### src/rtl/fsr_defines.vh
// Constants for the fault status register group
`ifndef FSR_DEFINES_VH
`define FSR_DEFINES_VH

// -----------------------------------------------------------------
// Register indices and byte addresses
// -----------------------------------------------------------------
`define FSR_ADDR_W 12
`define FSR_IDX_OPEN_WIRE 10'h083
`define FSR_IDX_OVER_TEMP 10'h084
`define FSR_IDX_GENERAL 10'h085
`define FSR_ADDR_OPEN_WIRE {`FSR_IDX_OPEN_WIRE, 2'b00}
`define FSR_ADDR_OVER_TEMP {`FSR_IDX_OVER_TEMP, 2'b00}
`define FSR_ADDR_GENERAL {`FSR_IDX_GENERAL, 2'b00}
`define FSR_ADDR_CTRL 12'h000
`define FSR_ADDR_IRQ_STATUS 12'h004
`define FSR_ADDR_IRQ_MASK 12'h008

// -----------------------------------------------------------------
// Valid bits, clear values, reset values
// -----------------------------------------------------------------
`define FSR_OW_MASK 16'h7fff
`define FSR_OT_MASK 16'h1f9f
`define FSR_GEN_MASK 16'h000f
`define FSR_OW_CLEAR 16'hffff
`define FSR_OT_CLEAR 16'hffff
`define FSR_GEN_CLEAR 16'h000f
`define FSR_FLAG_RESET 16'h0000
`define FSR_SIG_RESET 16'h0000

// -----------------------------------------------------------------
// Field positions
// -----------------------------------------------------------------
`define FSR_OT_INTERNAL 0
`define FSR_OT_EXT_LSB 1
`define FSR_OT_GPIO_LSB 7
`define FSR_OT_OPEN_LSB 9
`define FSR_GEN_UNDERRUN 0
`define FSR_GEN_OVERRUN 1
`define FSR_GEN_EEPROM_ERR 2
`define FSR_GEN_REG_ERR 3
`define FSR_CTRL_OVERRIDE 0
`define FSR_CTRL_CALC 1
`define FSR_CTRL_CHECK 2
`define FSR_IRQ_OPEN_WIRE 0
`define FSR_IRQ_OVER_TEMP 1
`define FSR_IRQ_GENERAL 2
`define FSR_IRQ_W 3

// -----------------------------------------------------------------
// Bus answers
// -----------------------------------------------------------------
`define FSR_RESP_OKAY 2'b00
`define FSR_RESP_SLVERR 2'b10

`endif

### src/rtl/fsr_checksum.v
// Register and EEPROM signature checksum checker
`timescale 1ns/1ps
`default_nettype none
`include "fsr_defines.vh"

module fsr_checksum
#(
  parameter PAGE_W = 256,
  parameter EE_W = 256
)
(
  input wire core_clk,
  input wire rst_b,
  input wire [PAGE_W-1:0] pageData,
  input wire calcCmd,
  input wire checkCmd,
  input wire [EE_W-1:0] eepromData,
  input wire [15:0] eepromSigStored,
  input wire scanDone,
  output reg regMismatch_q,
  output reg eepromMismatch_q
);

  reg [15:0] regSig_q;

  // Rotate-and-xor fold into a 16-bit signature
  function [15:0] foldSig;
    input [PAGE_W+EE_W-1:0] vec;
    input integer len;
    integer i;
    reg [15:0] acc;
    begin
      acc = 16'h0000;
      for (i = 0; i < len; i = i + 1)
        acc = {acc[14:0], acc[15] ^ acc[12] ^ acc[3] ^ vec[i]};
      foldSig = acc;
    end
  endfunction

  always @(posedge core_clk)
  begin
    if (!rst_b)
    begin
      regSig_q <= `FSR_SIG_RESET;
      regMismatch_q <= 1'b0;
      eepromMismatch_q <= 1'b0;
    end
    else
    begin
      if (calcCmd)
        regSig_q <= foldSig({{EE_W{1'b0}}, pageData}, PAGE_W);
      regMismatch_q <= checkCmd &&
        (foldSig({{EE_W{1'b0}}, pageData}, PAGE_W) != regSig_q);
      eepromMismatch_q <= scanDone &&
        (foldSig({{PAGE_W{1'b0}}, eepromData}, EE_W) != eepromSigStored);
    end
  end

endmodule // fsr_checksum

`default_nettype wire

### src/rtl/fsr_fault_status.v
// Fault status register group with AXI4-Lite slave and interrupt
//
// Local design decision: register access over AXI4-Lite.
`timescale 1ns/1ps
`default_nettype none
`include "fsr_defines.vh"

// How it works
// - Open-wire register keeps one sticky flag per sense pin, bits 14 to 0.
// - Writing all ones to open-wire or over-temperature register clears it.
// - After override-clear command, next write replaces the register contents.
// - Over-temperature layout: internal bit0, external 1-4, gpio 7-8, open 9-12.
// - Internal over-temperature flag sets on die fault, zero after reset.
// - Writing 000F hexadecimal to general fault register clears it.
// - General fault flags reset to zero, set on their fault condition.
// - Buffer underrun flag sets when memory buffer underrun is detected.
// - Buffer overrun flag sets when memory buffer overrun is detected.
// - After scan, EEPROM signature compared to stored value; mismatch sets flag.
// - Calculate stores page signature; check recomputes, mismatch sets flag.
// - Summary parity fault is OR of register and EEPROM checksum errors.
module fsr_fault_status
#(
  parameter PAGE_W = 256,
  parameter EE_W = 256
)
(
  input wire core_clk,
  input wire rst_b,
  // AXI4-Lite write address
  input wire awvalid,
  output reg awready,
  input wire [`FSR_ADDR_W-1:0] awaddr,
  input wire [2:0] awprot,
  // AXI4-Lite write data
  input wire wvalid,
  output reg wready,
  input wire [31:0] wdata,
  input wire [3:0] wstrb,
  // AXI4-Lite write response
  output reg bvalid,
  input wire bready,
  output reg [1:0] bresp,
  // AXI4-Lite read address
  input wire arvalid,
  output reg arready,
  input wire [`FSR_ADDR_W-1:0] araddr,
  input wire [2:0] arprot,
  // AXI4-Lite read data
  output reg rvalid,
  input wire rready,
  output reg [31:0] rdata,
  output reg [1:0] rresp,
  // Fault detection pulses
  input wire [14:0] openWireFault,
  input wire internalOverTempFault,
  input wire [3:0] externalOverTempFault,
  input wire [1:0] gpioTempFault,
  input wire [3:0] externalOpenFault,
  input wire bufferUnderrun,
  input wire bufferOverrun,
  // Checksum sources
  input wire [PAGE_W-1:0] pageData,
  input wire [EE_W-1:0] eepromData,
  input wire [15:0] eepromSigStored,
  input wire scanDone,
  // Status outputs
  output reg summaryParityFault,
  output reg irq
);

  // -----------------------------------------------------------------
  // Declarations
  // -----------------------------------------------------------------
  reg awHeld_q;
  reg [`FSR_ADDR_W-1:0] awAddr_q;
  reg wHeld_q;
  reg [31:0] wData_q;
  reg [3:0] wStrb_q;
  reg override_q;
  reg calcPulse_q;
  reg checkPulse_q;
  reg [`FSR_IRQ_W-1:0] irqStatus_q;
  reg [`FSR_IRQ_W-1:0] irqMask_q;
  reg [`FSR_IRQ_W-1:0] irqStatus_d;
  wire [15:0] openWireFlags, overTempFlags, generalFlags;
  wire [15:0] openWireSet, overTempSet, generalSet;
  wire regMismatch, eepromMismatch;
  wire awTake, wTake, awHas, wHas, doWrite;
  wire [`FSR_ADDR_W-1:0] wrAddr;
  wire [31:0] wrData;
  wire [3:0] wrStrb;
  wire fullLanes;
  wire wrOpenWire, wrOverTemp, wrGeneral;
  wire wrCtrl, wrIrqStatus, wrIrqMask;
  wire arTake;
  wire [`FSR_IRQ_W-1:0] irqEvents;

  function mappedAddr;
    input [`FSR_ADDR_W-1:0] addr;
    begin
      mappedAddr = (addr == `FSR_ADDR_OPEN_WIRE) || (addr == `FSR_ADDR_OVER_TEMP) ||
                   (addr == `FSR_ADDR_GENERAL) || (addr == `FSR_ADDR_CTRL) ||
                   (addr == `FSR_ADDR_IRQ_STATUS) || (addr == `FSR_ADDR_IRQ_MASK);
    end
  endfunction

  // -----------------------------------------------------------------
  // Write channel
  // -----------------------------------------------------------------
  assign awTake = awvalid && awready;
  assign wTake = wvalid && wready;
  assign awHas = awHeld_q || awTake;
  assign wHas = wHeld_q || wTake;
  assign doWrite = awHas && wHas && !bvalid;
  assign wrAddr = awHeld_q ? awAddr_q : awaddr;
  assign wrData = wHeld_q ? wData_q : wdata;
  assign wrStrb = wHeld_q ? wStrb_q : wstrb;
  // Flags are 16 bits wide; a half-word write could fake a magic value
  assign fullLanes = (wrStrb[1:0] == 2'b11);
  assign wrOpenWire = doWrite && fullLanes && (wrAddr == `FSR_ADDR_OPEN_WIRE);
  assign wrOverTemp = doWrite && fullLanes && (wrAddr == `FSR_ADDR_OVER_TEMP);
  assign wrGeneral = doWrite && fullLanes && (wrAddr == `FSR_ADDR_GENERAL);
  assign wrCtrl = doWrite && wrStrb[0] && (wrAddr == `FSR_ADDR_CTRL);
  assign wrIrqStatus = doWrite && wrStrb[0] && (wrAddr == `FSR_ADDR_IRQ_STATUS);
  assign wrIrqMask = doWrite && wrStrb[0] && (wrAddr == `FSR_ADDR_IRQ_MASK);

  always @(posedge core_clk)
  begin
    if (!rst_b)
    begin
      awHeld_q <= 1'b0;
      awAddr_q <= {`FSR_ADDR_W{1'b0}};
      wHeld_q <= 1'b0;
      wData_q <= 32'h00000000;
      wStrb_q <= 4'h0;
      awready <= 1'b0;
      wready <= 1'b0;
      bvalid <= 1'b0;
      bresp <= `FSR_RESP_OKAY;
    end
    else
    begin
      if (awTake && !doWrite)
      begin
        awHeld_q <= 1'b1;
        awAddr_q <= awaddr;
      end
      else if (doWrite)
        awHeld_q <= 1'b0;
      if (wTake && !doWrite)
      begin
        wHeld_q <= 1'b1;
        wData_q <= wdata;
        wStrb_q <= wstrb;
      end
      else if (doWrite)
        wHeld_q <= 1'b0;
      // One write in flight: ready drops once a beat is held or answered
      awready <= !(awHas && !doWrite) && !(bvalid && !bready) && !doWrite;
      wready <= !(wHas && !doWrite) && !(bvalid && !bready) && !doWrite;
      if (doWrite)
      begin
        bvalid <= 1'b1;
        bresp <= mappedAddr(wrAddr) ? `FSR_RESP_OKAY : `FSR_RESP_SLVERR;
      end
      else if (bvalid && bready)
        bvalid <= 1'b0;
    end
  end

  // -----------------------------------------------------------------
  // Control: override arm and checksum commands
  // -----------------------------------------------------------------
  always @(posedge core_clk)
  begin
    if (!rst_b)
    begin
      override_q <= 1'b0;
      calcPulse_q <= 1'b0;
      checkPulse_q <= 1'b0;
    end
    else
    begin
      if (wrCtrl && wrData[`FSR_CTRL_OVERRIDE])
        override_q <= 1'b1;
      else if (wrOpenWire || wrOverTemp || wrGeneral)
        override_q <= 1'b0;
      calcPulse_q <= wrCtrl && wrData[`FSR_CTRL_CALC];
      checkPulse_q <= wrCtrl && wrData[`FSR_CTRL_CHECK];
    end
  end

  // -----------------------------------------------------------------
  // Fault registers
  // -----------------------------------------------------------------
  assign openWireSet = {1'b0, openWireFault};
  assign overTempSet = {3'b000, externalOpenFault, gpioTempFault, 2'b00,
                        externalOverTempFault, internalOverTempFault};
  assign generalSet = {12'h000, regMismatch, eepromMismatch,
                       bufferOverrun, bufferUnderrun};

  fsr_flag_reg #(
    .WIDTH(16),
    .VALID_MASK(`FSR_OW_MASK),
    .CLEAR_VALUE(`FSR_OW_CLEAR)
  ) u_openWire (
    .core_clk(core_clk),
    .rst_b(rst_b),
    .setVec(openWireSet),
    .wrEn(wrOpenWire),
    .wrOverride(override_q),
    .wrData(wrData[15:0]),
    .flags_q(openWireFlags)
  );

  fsr_flag_reg #(
    .WIDTH(16),
    .VALID_MASK(`FSR_OT_MASK),
    .CLEAR_VALUE(`FSR_OT_CLEAR)
  ) u_overTemp (
    .core_clk(core_clk),
    .rst_b(rst_b),
    .setVec(overTempSet),
    .wrEn(wrOverTemp),
    .wrOverride(override_q),
    .wrData(wrData[15:0]),
    .flags_q(overTempFlags)
  );

  fsr_flag_reg #(
    .WIDTH(16),
    .VALID_MASK(`FSR_GEN_MASK),
    .CLEAR_VALUE(`FSR_GEN_CLEAR)
  ) u_general (
    .core_clk(core_clk),
    .rst_b(rst_b),
    .setVec(generalSet),
    .wrEn(wrGeneral),
    .wrOverride(override_q),
    .wrData(wrData[15:0]),
    .flags_q(generalFlags)
  );

  fsr_checksum #(
    .PAGE_W(PAGE_W),
    .EE_W(EE_W)
  ) u_checksum (
    .core_clk(core_clk),
    .rst_b(rst_b),
    .pageData(pageData),
    .calcCmd(calcPulse_q),
    .checkCmd(checkPulse_q),
    .eepromData(eepromData),
    .eepromSigStored(eepromSigStored),
    .scanDone(scanDone),
    .regMismatch_q(regMismatch),
    .eepromMismatch_q(eepromMismatch)
  );

  // -----------------------------------------------------------------
  // Interrupt status and mask
  // -----------------------------------------------------------------
  assign irqEvents = {|generalSet, |(overTempSet & `FSR_OT_MASK), |openWireSet};

  always @*
  begin
    irqStatus_d = irqStatus_q;
    if (wrIrqStatus)
      irqStatus_d = irqStatus_d & ~wrData[`FSR_IRQ_W-1:0];
    // A new event outranks a same-cycle clear
    irqStatus_d = irqStatus_d | irqEvents;
  end

  always @(posedge core_clk)
  begin
    if (!rst_b)
    begin
      irqStatus_q <= {`FSR_IRQ_W{1'b0}};
      irqMask_q <= {`FSR_IRQ_W{1'b0}};
      irq <= 1'b0;
      summaryParityFault <= 1'b0;
    end
    else
    begin
      irqStatus_q <= irqStatus_d;
      if (wrIrqMask)
        irqMask_q <= wrData[`FSR_IRQ_W-1:0];
      irq <= |(irqStatus_q & irqMask_q);
      summaryParityFault <= generalFlags[`FSR_GEN_REG_ERR] |
                            generalFlags[`FSR_GEN_EEPROM_ERR];
    end
  end

  // -----------------------------------------------------------------
  // Read channel
  // -----------------------------------------------------------------
  assign arTake = arvalid && arready;

  always @(posedge core_clk)
  begin
    if (!rst_b)
    begin
      arready <= 1'b0;
      rvalid <= 1'b0;
      rdata <= 32'h00000000;
      rresp <= `FSR_RESP_OKAY;
    end
    else
    begin
      arready <= !arTake && !(rvalid && !rready);
      if (arTake)
      begin
        rvalid <= 1'b1;
        rresp <= mappedAddr(araddr) ? `FSR_RESP_OKAY : `FSR_RESP_SLVERR;
        case (araddr)
          `FSR_ADDR_OPEN_WIRE: rdata <= {16'h0000, openWireFlags};
          `FSR_ADDR_OVER_TEMP: rdata <= {16'h0000, overTempFlags};
          `FSR_ADDR_GENERAL: rdata <= {16'h0000, generalFlags};
          `FSR_ADDR_CTRL: rdata <= {31'h00000000, override_q};
          `FSR_ADDR_IRQ_STATUS: rdata <= {29'h00000000, irqStatus_q};
          `FSR_ADDR_IRQ_MASK: rdata <= {29'h00000000, irqMask_q};
          default: rdata <= 32'h00000000;
        endcase
      end
      else if (rvalid && rready)
        rvalid <= 1'b0;
    end
  end

endmodule // fsr_fault_status

`default_nettype wire

### src/rtl/fsr_flag_reg.v
// Sticky fault flag register with magic-value clear and direct write
`timescale 1ns/1ps
`default_nettype none

module fsr_flag_reg
#(
  parameter WIDTH = 16,
  parameter [WIDTH-1:0] VALID_MASK = {WIDTH{1'b1}},
  parameter [WIDTH-1:0] CLEAR_VALUE = {WIDTH{1'b1}}
)
(
  input wire core_clk,
  input wire rst_b,
  input wire [WIDTH-1:0] setVec,
  input wire wrEn,
  input wire wrOverride,
  input wire [WIDTH-1:0] wrData,
  output reg [WIDTH-1:0] flags_q
);

  reg [WIDTH-1:0] flags_d;

  // Detection is ORed in last so a fault in the clearing cycle survives
  always @*
  begin
    flags_d = flags_q;
    if (wrEn && wrOverride)
      flags_d = wrData;
    else if (wrEn && (wrData == CLEAR_VALUE))
      flags_d = {WIDTH{1'b0}};
    flags_d = (flags_d | setVec) & VALID_MASK;
  end

  always @(posedge core_clk)
  begin
    if (!rst_b)
      flags_q <= {WIDTH{1'b0}};
    else
      flags_q <= flags_d;
  end

endmodule // fsr_flag_reg

`default_nettype wire

### config.mk
export PLATFORM = sky130hd
export DESIGN_NAME = fsr_fault_status
export DESIGN_NICKNAME = d
export VERILOG_FILES = /design/src/rtl/fsr_checksum.v /design/src/rtl/fsr_fault_status.v /design/src/rtl/fsr_flag_reg.v
export VERILOG_INCLUDE_DIRS = /design/src /design/src/rtl
export SDC_FILE = /design/constraint.sdc
export NUM_CORES = 1
export LEC_CHECK = 0
export ABC_CLOCK_PERIOD_IN_PS = 26900
export BUFFER_PORTS_ARGS = -buffer_cell sky130_fd_sc_hd__buf_2
export CELL_PAD_IN_SITES_DETAIL_PLACEMENT = 1
export CELL_PAD_IN_SITES_GLOBAL_PLACEMENT = 2
export CORE_MARGIN = 5
export CORE_UTILIZATION = 41
export DETAILED_ROUTE_END_ITERATION = 6
export GPL_TIMING_DRIVEN = 1
export PLACE_DENSITY_LB_ADDON = 0.1
export SYNTH_ARGS = -nofsm -noshare
export SYNTH_HDL_FRONTEND = slang
export SYNTH_HIERARCHICAL = 1
export SYNTH_SLANG_ARGS = --single-unit
### constraint.sdc
create_clock -name core_clk -period 26.9 [get_ports core_clk]
set_input_delay 6.725 -clock core_clk [delete_from_list [all_inputs] [get_ports core_clk]]
set_output_delay 6.725 -clock core_clk [all_outputs]
set_load 0.05 [all_outputs]
==> impl_metrics.ini, run 1 <==
[global_route]
met3_usage_pct = 3.78
antenna_found_initial = 49
grt_pass1_vias = 21300
track_usage_pct = 23.1
grt_pass1_wl_um = 136000
grtUsageMet1_pct = 27.5
grt-busiest-layer = met2
gr-usage-met2_pct = 43.4
grt_overflow = 0
grt_max_degree = 43

[sta]
finalClockSkew_ps = 7.39
drv_slew = 0
maxSlewHeadroom_pct = 29.4
setup-tns-final_ps = 0
clock.fmax_mhz = 51.6
worst_slew_pin_slew_ps = 1060
final.min_clock_period_ps = 19380
rsz0062_at_grt = no
finalHoldViolations = 0
finalSetupViolations = 0
fin_crit_sh_pct = 72.0

[placed_design]
routabilityCongestion = 0.937
dp_hpwl_um = 82900
port_buffers = 630

[detailed_routing]
drt-pass1-iter-count = 5
drt-wirelength-per-cell_um = 24.4
drtIter0Drc = 735
avgViaCountPerCell = 4.96
final_antenna_net_count = 0
num_vias = 19100
wl_um = 94000
drc = 0

[final_layout]
final_cell_mix = buf_2, xnor2_1, xnor3_1
nets = 3487
area_delta_synth_final_pct = 15.6
layout_commonest_cell = buf_2
drive_gt1_share_pct = 28.3

[job]
drv_cap = 0

[cts]
ctsHoldBuffers = 0
h-tree-depth = 4
path_clk_slew_ps = 60
cts_buffers = 17
post_cts_resized = 0
post-cts-setup-buffers = 0
cts.sinks = 114
clock_latency_ps = 430
cts_root_buf = clkbuf_16
cts_tree = yes
clk_path_buf_depth = 2

[floorplanning]
die_h_um = 279
core.rowCount = 98
core_area_sq_um = 71500
initial_utilization_pct = 41.4
die_width_um = 279
dieArea_sq_um = 77600
io_pins = 673

[synth]
synth-seq-area-share_pct = 7.72
avgSynthCellArea_sq_um = 13.1
synthArstFlopShare_pct = 0
ys_types = 86
syn-cell-area_sq_um = 29600
synth_edf_count = 0
syn_inst = 2250
synth_ff_type = dfxtp_1
synth_warnings = 6
synth-seq-cells = 114

[critical_path]
cp.arrival_ps = 19660
path_class = input port to flop
cpPeakStageDelay_ps = 850
cpMostUsedCell = xnor3_1
endpoint_kind = flop
critPathMaxFanout = 9
critPathSlowestCell = xnor3_1
start_kind = input port
worstPathRequired_ps = 27180
reg2regPathDepth = 7
r2r_slack_ps = 23420
r2r-end = u_overTemp/flags_q[2]$_SDFF_PN0_
regToRegStartpoint = wHeld_q$_SDFFE_PN0P_

[worst_hold_path]
hold_path_startpoint = checkPulse_q$_SDFF_PN0_
holdPathEnd = u_checksum/regMismatch_q$_SDFF_PN0_
worstHoldPathType = flop to flop
hold-path-cell-count = 2

[outcome]
status = finished, final reports clean
critical path, delay by kind of cell:
kind                   cells  cell delay (ps)
AND/OR/NAND/NOR            1              520
XOR/XNOR                  26            11790
AO/OA/AOI/OAI              2              450
buffers and inverters      1              130
synth_stat cells, types with 19 or more instances:
master / count / area share [%]
buf_4: 39 / 0.99
xnor3_1: 497 / 38
xor2_1: 275 / 8.1
xnor3_2: 26 / 2.1
dfxtp_1: 114 / 7.7
mux2_2: 19 / 0.72
xnor2_2: 44 / 2.4
mux2i_1: 27 / 0.91
xor3_1: 122 / 9.8
a21oi_1: 54 / 0.91
xnor2_1: 625 / 19
nand2_1: 79 / 1.0
nor2_1: 26 / 0.33
worst max-delay path by stage:
stage | startpoint | to | slack [ps] | cells after the start
final | eepromData[18] | u_checksum/eepromMismatch_q$_SDFF_PN0_ | 7520 | 30
after global routing | eepromData[18] | u_checksum/eepromMismatch_q$_SDFF_PN0_ | 7010 | 30
after CTS | eepromData[18] | u_checksum/eepromMismatch_q$_SDFF_PN0_ | 7550 | 30
after detailed placement | eepromData[18] | u_checksum/eepromMismatch_q$_SDFF_PN0_ | 7170 | 30
after global placement | pageData[2] | u_checksum/regMismatch_q$_SDFF_PN0_ | 7280 | 30
after floorplan | eepromData[8] | u_checksum/eepromMismatch_q$_SDFF_PN0_ | 8990 | 29
through the flow:
step | area [sq um] | setup WS, ps | hold WS (ps) | utilization (%) | std cells
after floorplan | 29700 | 8990 | 414 | - | 2282
after global placement | 33500 | 7280 | 434 | 46.9 | 3788
after detailed placement | 33500 | 7170 | 438 | 46.9 | 3788
after CTS | 34100 | 7550 | 448 | 47.7 | 3820
after global routing | 34200 | 7010 | 474 | 47.8 | 3841
final | 34200 | 7520 | 442 | 47.8 | 3846
logic make-up after synthesis:
family	share of synthesized area [%]
compound gates	4.41
xor+xnor	80.1
buf+inv	1.90
flops	7.72
mux	1.64
other cells	0.0508
simple gates	4.15
routing by layer:
metal | vias to the layer above | wire length, um
li1 | 9055 | -
met1 | 9426 | 37500
met2 | 475 | 50000
met3 | 106 | 4260
met4 | 30 | 1950
met5 | - | 183
final cells by class:
class,instances,area [sq um]
well taps,950,1190
fillers,7630,37300
flip-flops and latches,114,2280
clock buffers,19,443
inverters,9,33.8
multi-input cells,2082,26800
repair buffers,633,3180
diodes,26,65.1
clock inverters,13,136
flip-flops by register name, summed over array words and instances, names as in the netlist, 2 cells and up:
| name | flops |
|---|---|
| awAddr_q | 12 |
| rdata | 16 |
| wData_q | 16 |
| wStrb_q | 2 |
| irqStatus_q | 3 |
| u_overTemp/flags_q | 11 |
| u_checksum/regSig_q | 16 |
| irqMask_q | 3 |
| u_general/flags_q | 4 |
| u_openWire/flags_q | 15 |
Power of run 1 is not shown: default switching activity piles up to over one toggle a cycle in this logic, so the estimate is an artifact.
==> run 2: changes to the inputs <==
--- a/config.mk
+++ b/config.mk
@@ -6,12 +6,12 @@
 export SDC_FILE = /design/constraint.sdc
 export NUM_CORES = 1
 export LEC_CHECK = 0
-export ABC_CLOCK_PERIOD_IN_PS = 26900
+export ABC_CLOCK_PERIOD_IN_PS = 18300
 export BUFFER_PORTS_ARGS = -buffer_cell sky130_fd_sc_hd__buf_2
 export CELL_PAD_IN_SITES_DETAIL_PLACEMENT = 1
 export CELL_PAD_IN_SITES_GLOBAL_PLACEMENT = 2
 export CORE_MARGIN = 5
-export CORE_UTILIZATION = 41
+export CORE_UTILIZATION = 38
 export DETAILED_ROUTE_END_ITERATION = 6
 export GPL_TIMING_DRIVEN = 1
 export PLACE_DENSITY_LB_ADDON = 0.1
==> constraint.sdc (replaced) <==
create_clock -name core_clk -period 18.3 [get_ports core_clk]
set_input_delay 4.575 -clock core_clk [delete_from_list [all_inputs] [get_ports core_clk]]
set_output_delay 4.575 -clock core_clk [all_outputs]
set_load 0.05 [all_outputs]
==> run 2 against run 1 <==
Net effect:
- the run now ends with DRC left
- worst hold slack better by 8.5 ps
- non-clock buffer count up 3
- via count down 0.68%
- clock skew up 2.8 ps
- design area up 0.33%
- critical endpoint unchanged
==> impl_metrics.ini, run 2 (synthesis gave the netlist of run 1 again) <==
[outcome]
status = finished with violations
violations = DRC

[critical_path]
cp_top_family = XOR/XNOR gates
start_kind = input port
cpPeakStageDelay_ps = 640
path_class = input port to flop
reg2regPathDepth = 7
critPathSlowestCell = xnor2_1
regToRegStartpoint = wHeld_q$_SDFFE_PN0P_
crit_buf_inv = 1
cp.arrival_ps = 17330
r2r_slack_ps = 14770
r2r-end = u_overTemp/flags_q[9]$_SDFF_PN0_
critPathMaxFanout = 5
cpMostUsedCell = xnor3_1
worstPathRequired_ps = 18590
endpoint_kind = flop

[global_route]
antenna_found_initial = 43
grt_max_degree = 44
grt_pass1_vias = 21400
grt_pass1_wl_um = 139000
track_usage_pct = 22.3
grt_overflow = 0

[worst_hold_path]
worstHoldPathType = flop to flop
hold_path_startpoint = rdata[1]$_SDFFE_PN0P_
hold-path-cell-count = 2
holdPathEnd = rdata[1]$_SDFFE_PN0P_

[floorplanning]
io_pins = 673
initial_utilization_pct = 38.2
die_h_um = 289
dieArea_sq_um = 83500
core_area_sq_um = 77300
die_width_um = 289
core.rowCount = 102

[final_layout]
fillers = 8360
reg_top3 = rdata x16, u_checksum/regSig_q x16, wData_q x16
layout_commonest_cell = buf_2
nets = 3490
drive_gt1_share_pct = 28.3
area_delta_synth_final_pct = 15.9
final_cell_mix = buf_2, xnor2_1, xnor3_1

[cts]
post-cts-setup-buffers = 0
clock_latency_ps = 420
cts_tree = yes
cts.sinks = 114
post_cts_resized = 0
h-tree-depth = 4
cts_buffers = 17
clk_path_buf_depth = 2
path_clk_slew_ps = 60
ctsHoldBuffers = 0
cts_root_buf = clkbuf_16

[sta]
fin_crit_sh_pct = 93.1
drv_slew = 0
clock.fmax_mhz = 58.7
finalSetupViolations = 0
worst_slew_pin_slew_ps = 1140
maxSlewHeadroom_pct = 23.7
finalClockSkew_ps = 10.2
final.min_clock_period_ps = 17040
setup-tns-final_ps = 0
finalHoldViolations = 0
rsz0062_at_grt = no

[detailed_routing]
wl_um = 97500
drt-pass1-iter-count = 7
drtIter0Drc = 734
drc = 5
final_antenna_net_count = 0
wl_met2_um = 51000
num_vias = 19000
met3_length_um = 5520
met1_length_um = 39400
top_layer_used = met5
avgViaCountPerCell = 4.82
drt-wirelength-per-cell_um = 24.8

[placed_design]
port_buffers = 630
routabilityCongestion = 0.897
dp_hpwl_um = 86400

[job]
drv_cap = 0
run 2: changes by cell type in the layout (fill, tap and decap cells not counted):
cell,delta
buf_4,+3
clkbuf_1,+2
clkbuf_8,-1
clkinv_2,-2
clkinv_4,-1
clkinvlp_4,+1
diode_2,-6
inv_6,+1
run 2: worst reg2reg max path, cell delays in order (launching register included):
cell	delay, ps
dfxtp_1	970
a21oi_2	150
nor3_1	500
nand2_1	210
nor4_1	570
and2_1	540
a211oi_2	240
o2bb2ai_1	210
run 2: metal layers:
layer	GRT usage (%)	vias up
met3	4.13	93
li1	-	9041
met5	0	-
met1	27.1	9330
met4	3.91	32
met2	41.7	466
run 2: area by class of cell:
class / count / area [sq um] / share of cell area (%)
inverter: 9 / 33.8 / 0.0986
tap: 1040 / 1300 / 3.80
antenna: 20 / 50.0 / 0.146
multi-input combinational: 2082 / 26800 / 78.3
clock buffer: 20 / 437 / 1.27
timing repair buffer: 636 / 3200 / 9.33
clock inverter: 12 / 134 / 0.391
sequential: 114 / 2280 / 6.66
run 2: worst max-delay path by stage:
| stage | from | to | slack, ps | cells after the start |
|---|---|---|---|---|
| final | eepromData[17] | u_checksum/eepromMismatch_q$_SDFF_PN0_ | 1260 | 30 |
| after detailed placement | eepromData[17] | u_checksum/eepromMismatch_q$_SDFF_PN0_ | 870 | 30 |
| after global routing | eepromData[17] | u_checksum/eepromMismatch_q$_SDFF_PN0_ | 750 | 30 |
| after global placement | eepromData[17] | u_checksum/eepromMismatch_q$_SDFF_PN0_ | 1000 | 30 |
| after floorplan | eepromData[8] | u_checksum/eepromMismatch_q$_SDFF_PN0_ | 2540 | 29 |
| after CTS | eepromData[3] | u_checksum/eepromMismatch_q$_SDFF_PN0_ | 1280 | 29 |
run 2: per-stage QoR:
stage | cell area (sq um) | setup slack, ps | utilization [%] | hold WS, ps | std cells
6_report | 34300 | 1260 | 44.3 | 451 | 3933
5_1_grt | 34200 | 748 | 44.3 | 474 | 3919
4_1_cts | 34200 | 1280 | 44.3 | 455 | 3913
3_5_place_dp | 33700 | 875 | 43.5 | 447 | 3881
3_3_place_gp | 33700 | 1000 | 43.5 | 439 | 3881
2_1_floorplan | 29700 | 2540 | - | 414 | 2282
Power of run 2 is left out for the same reason.
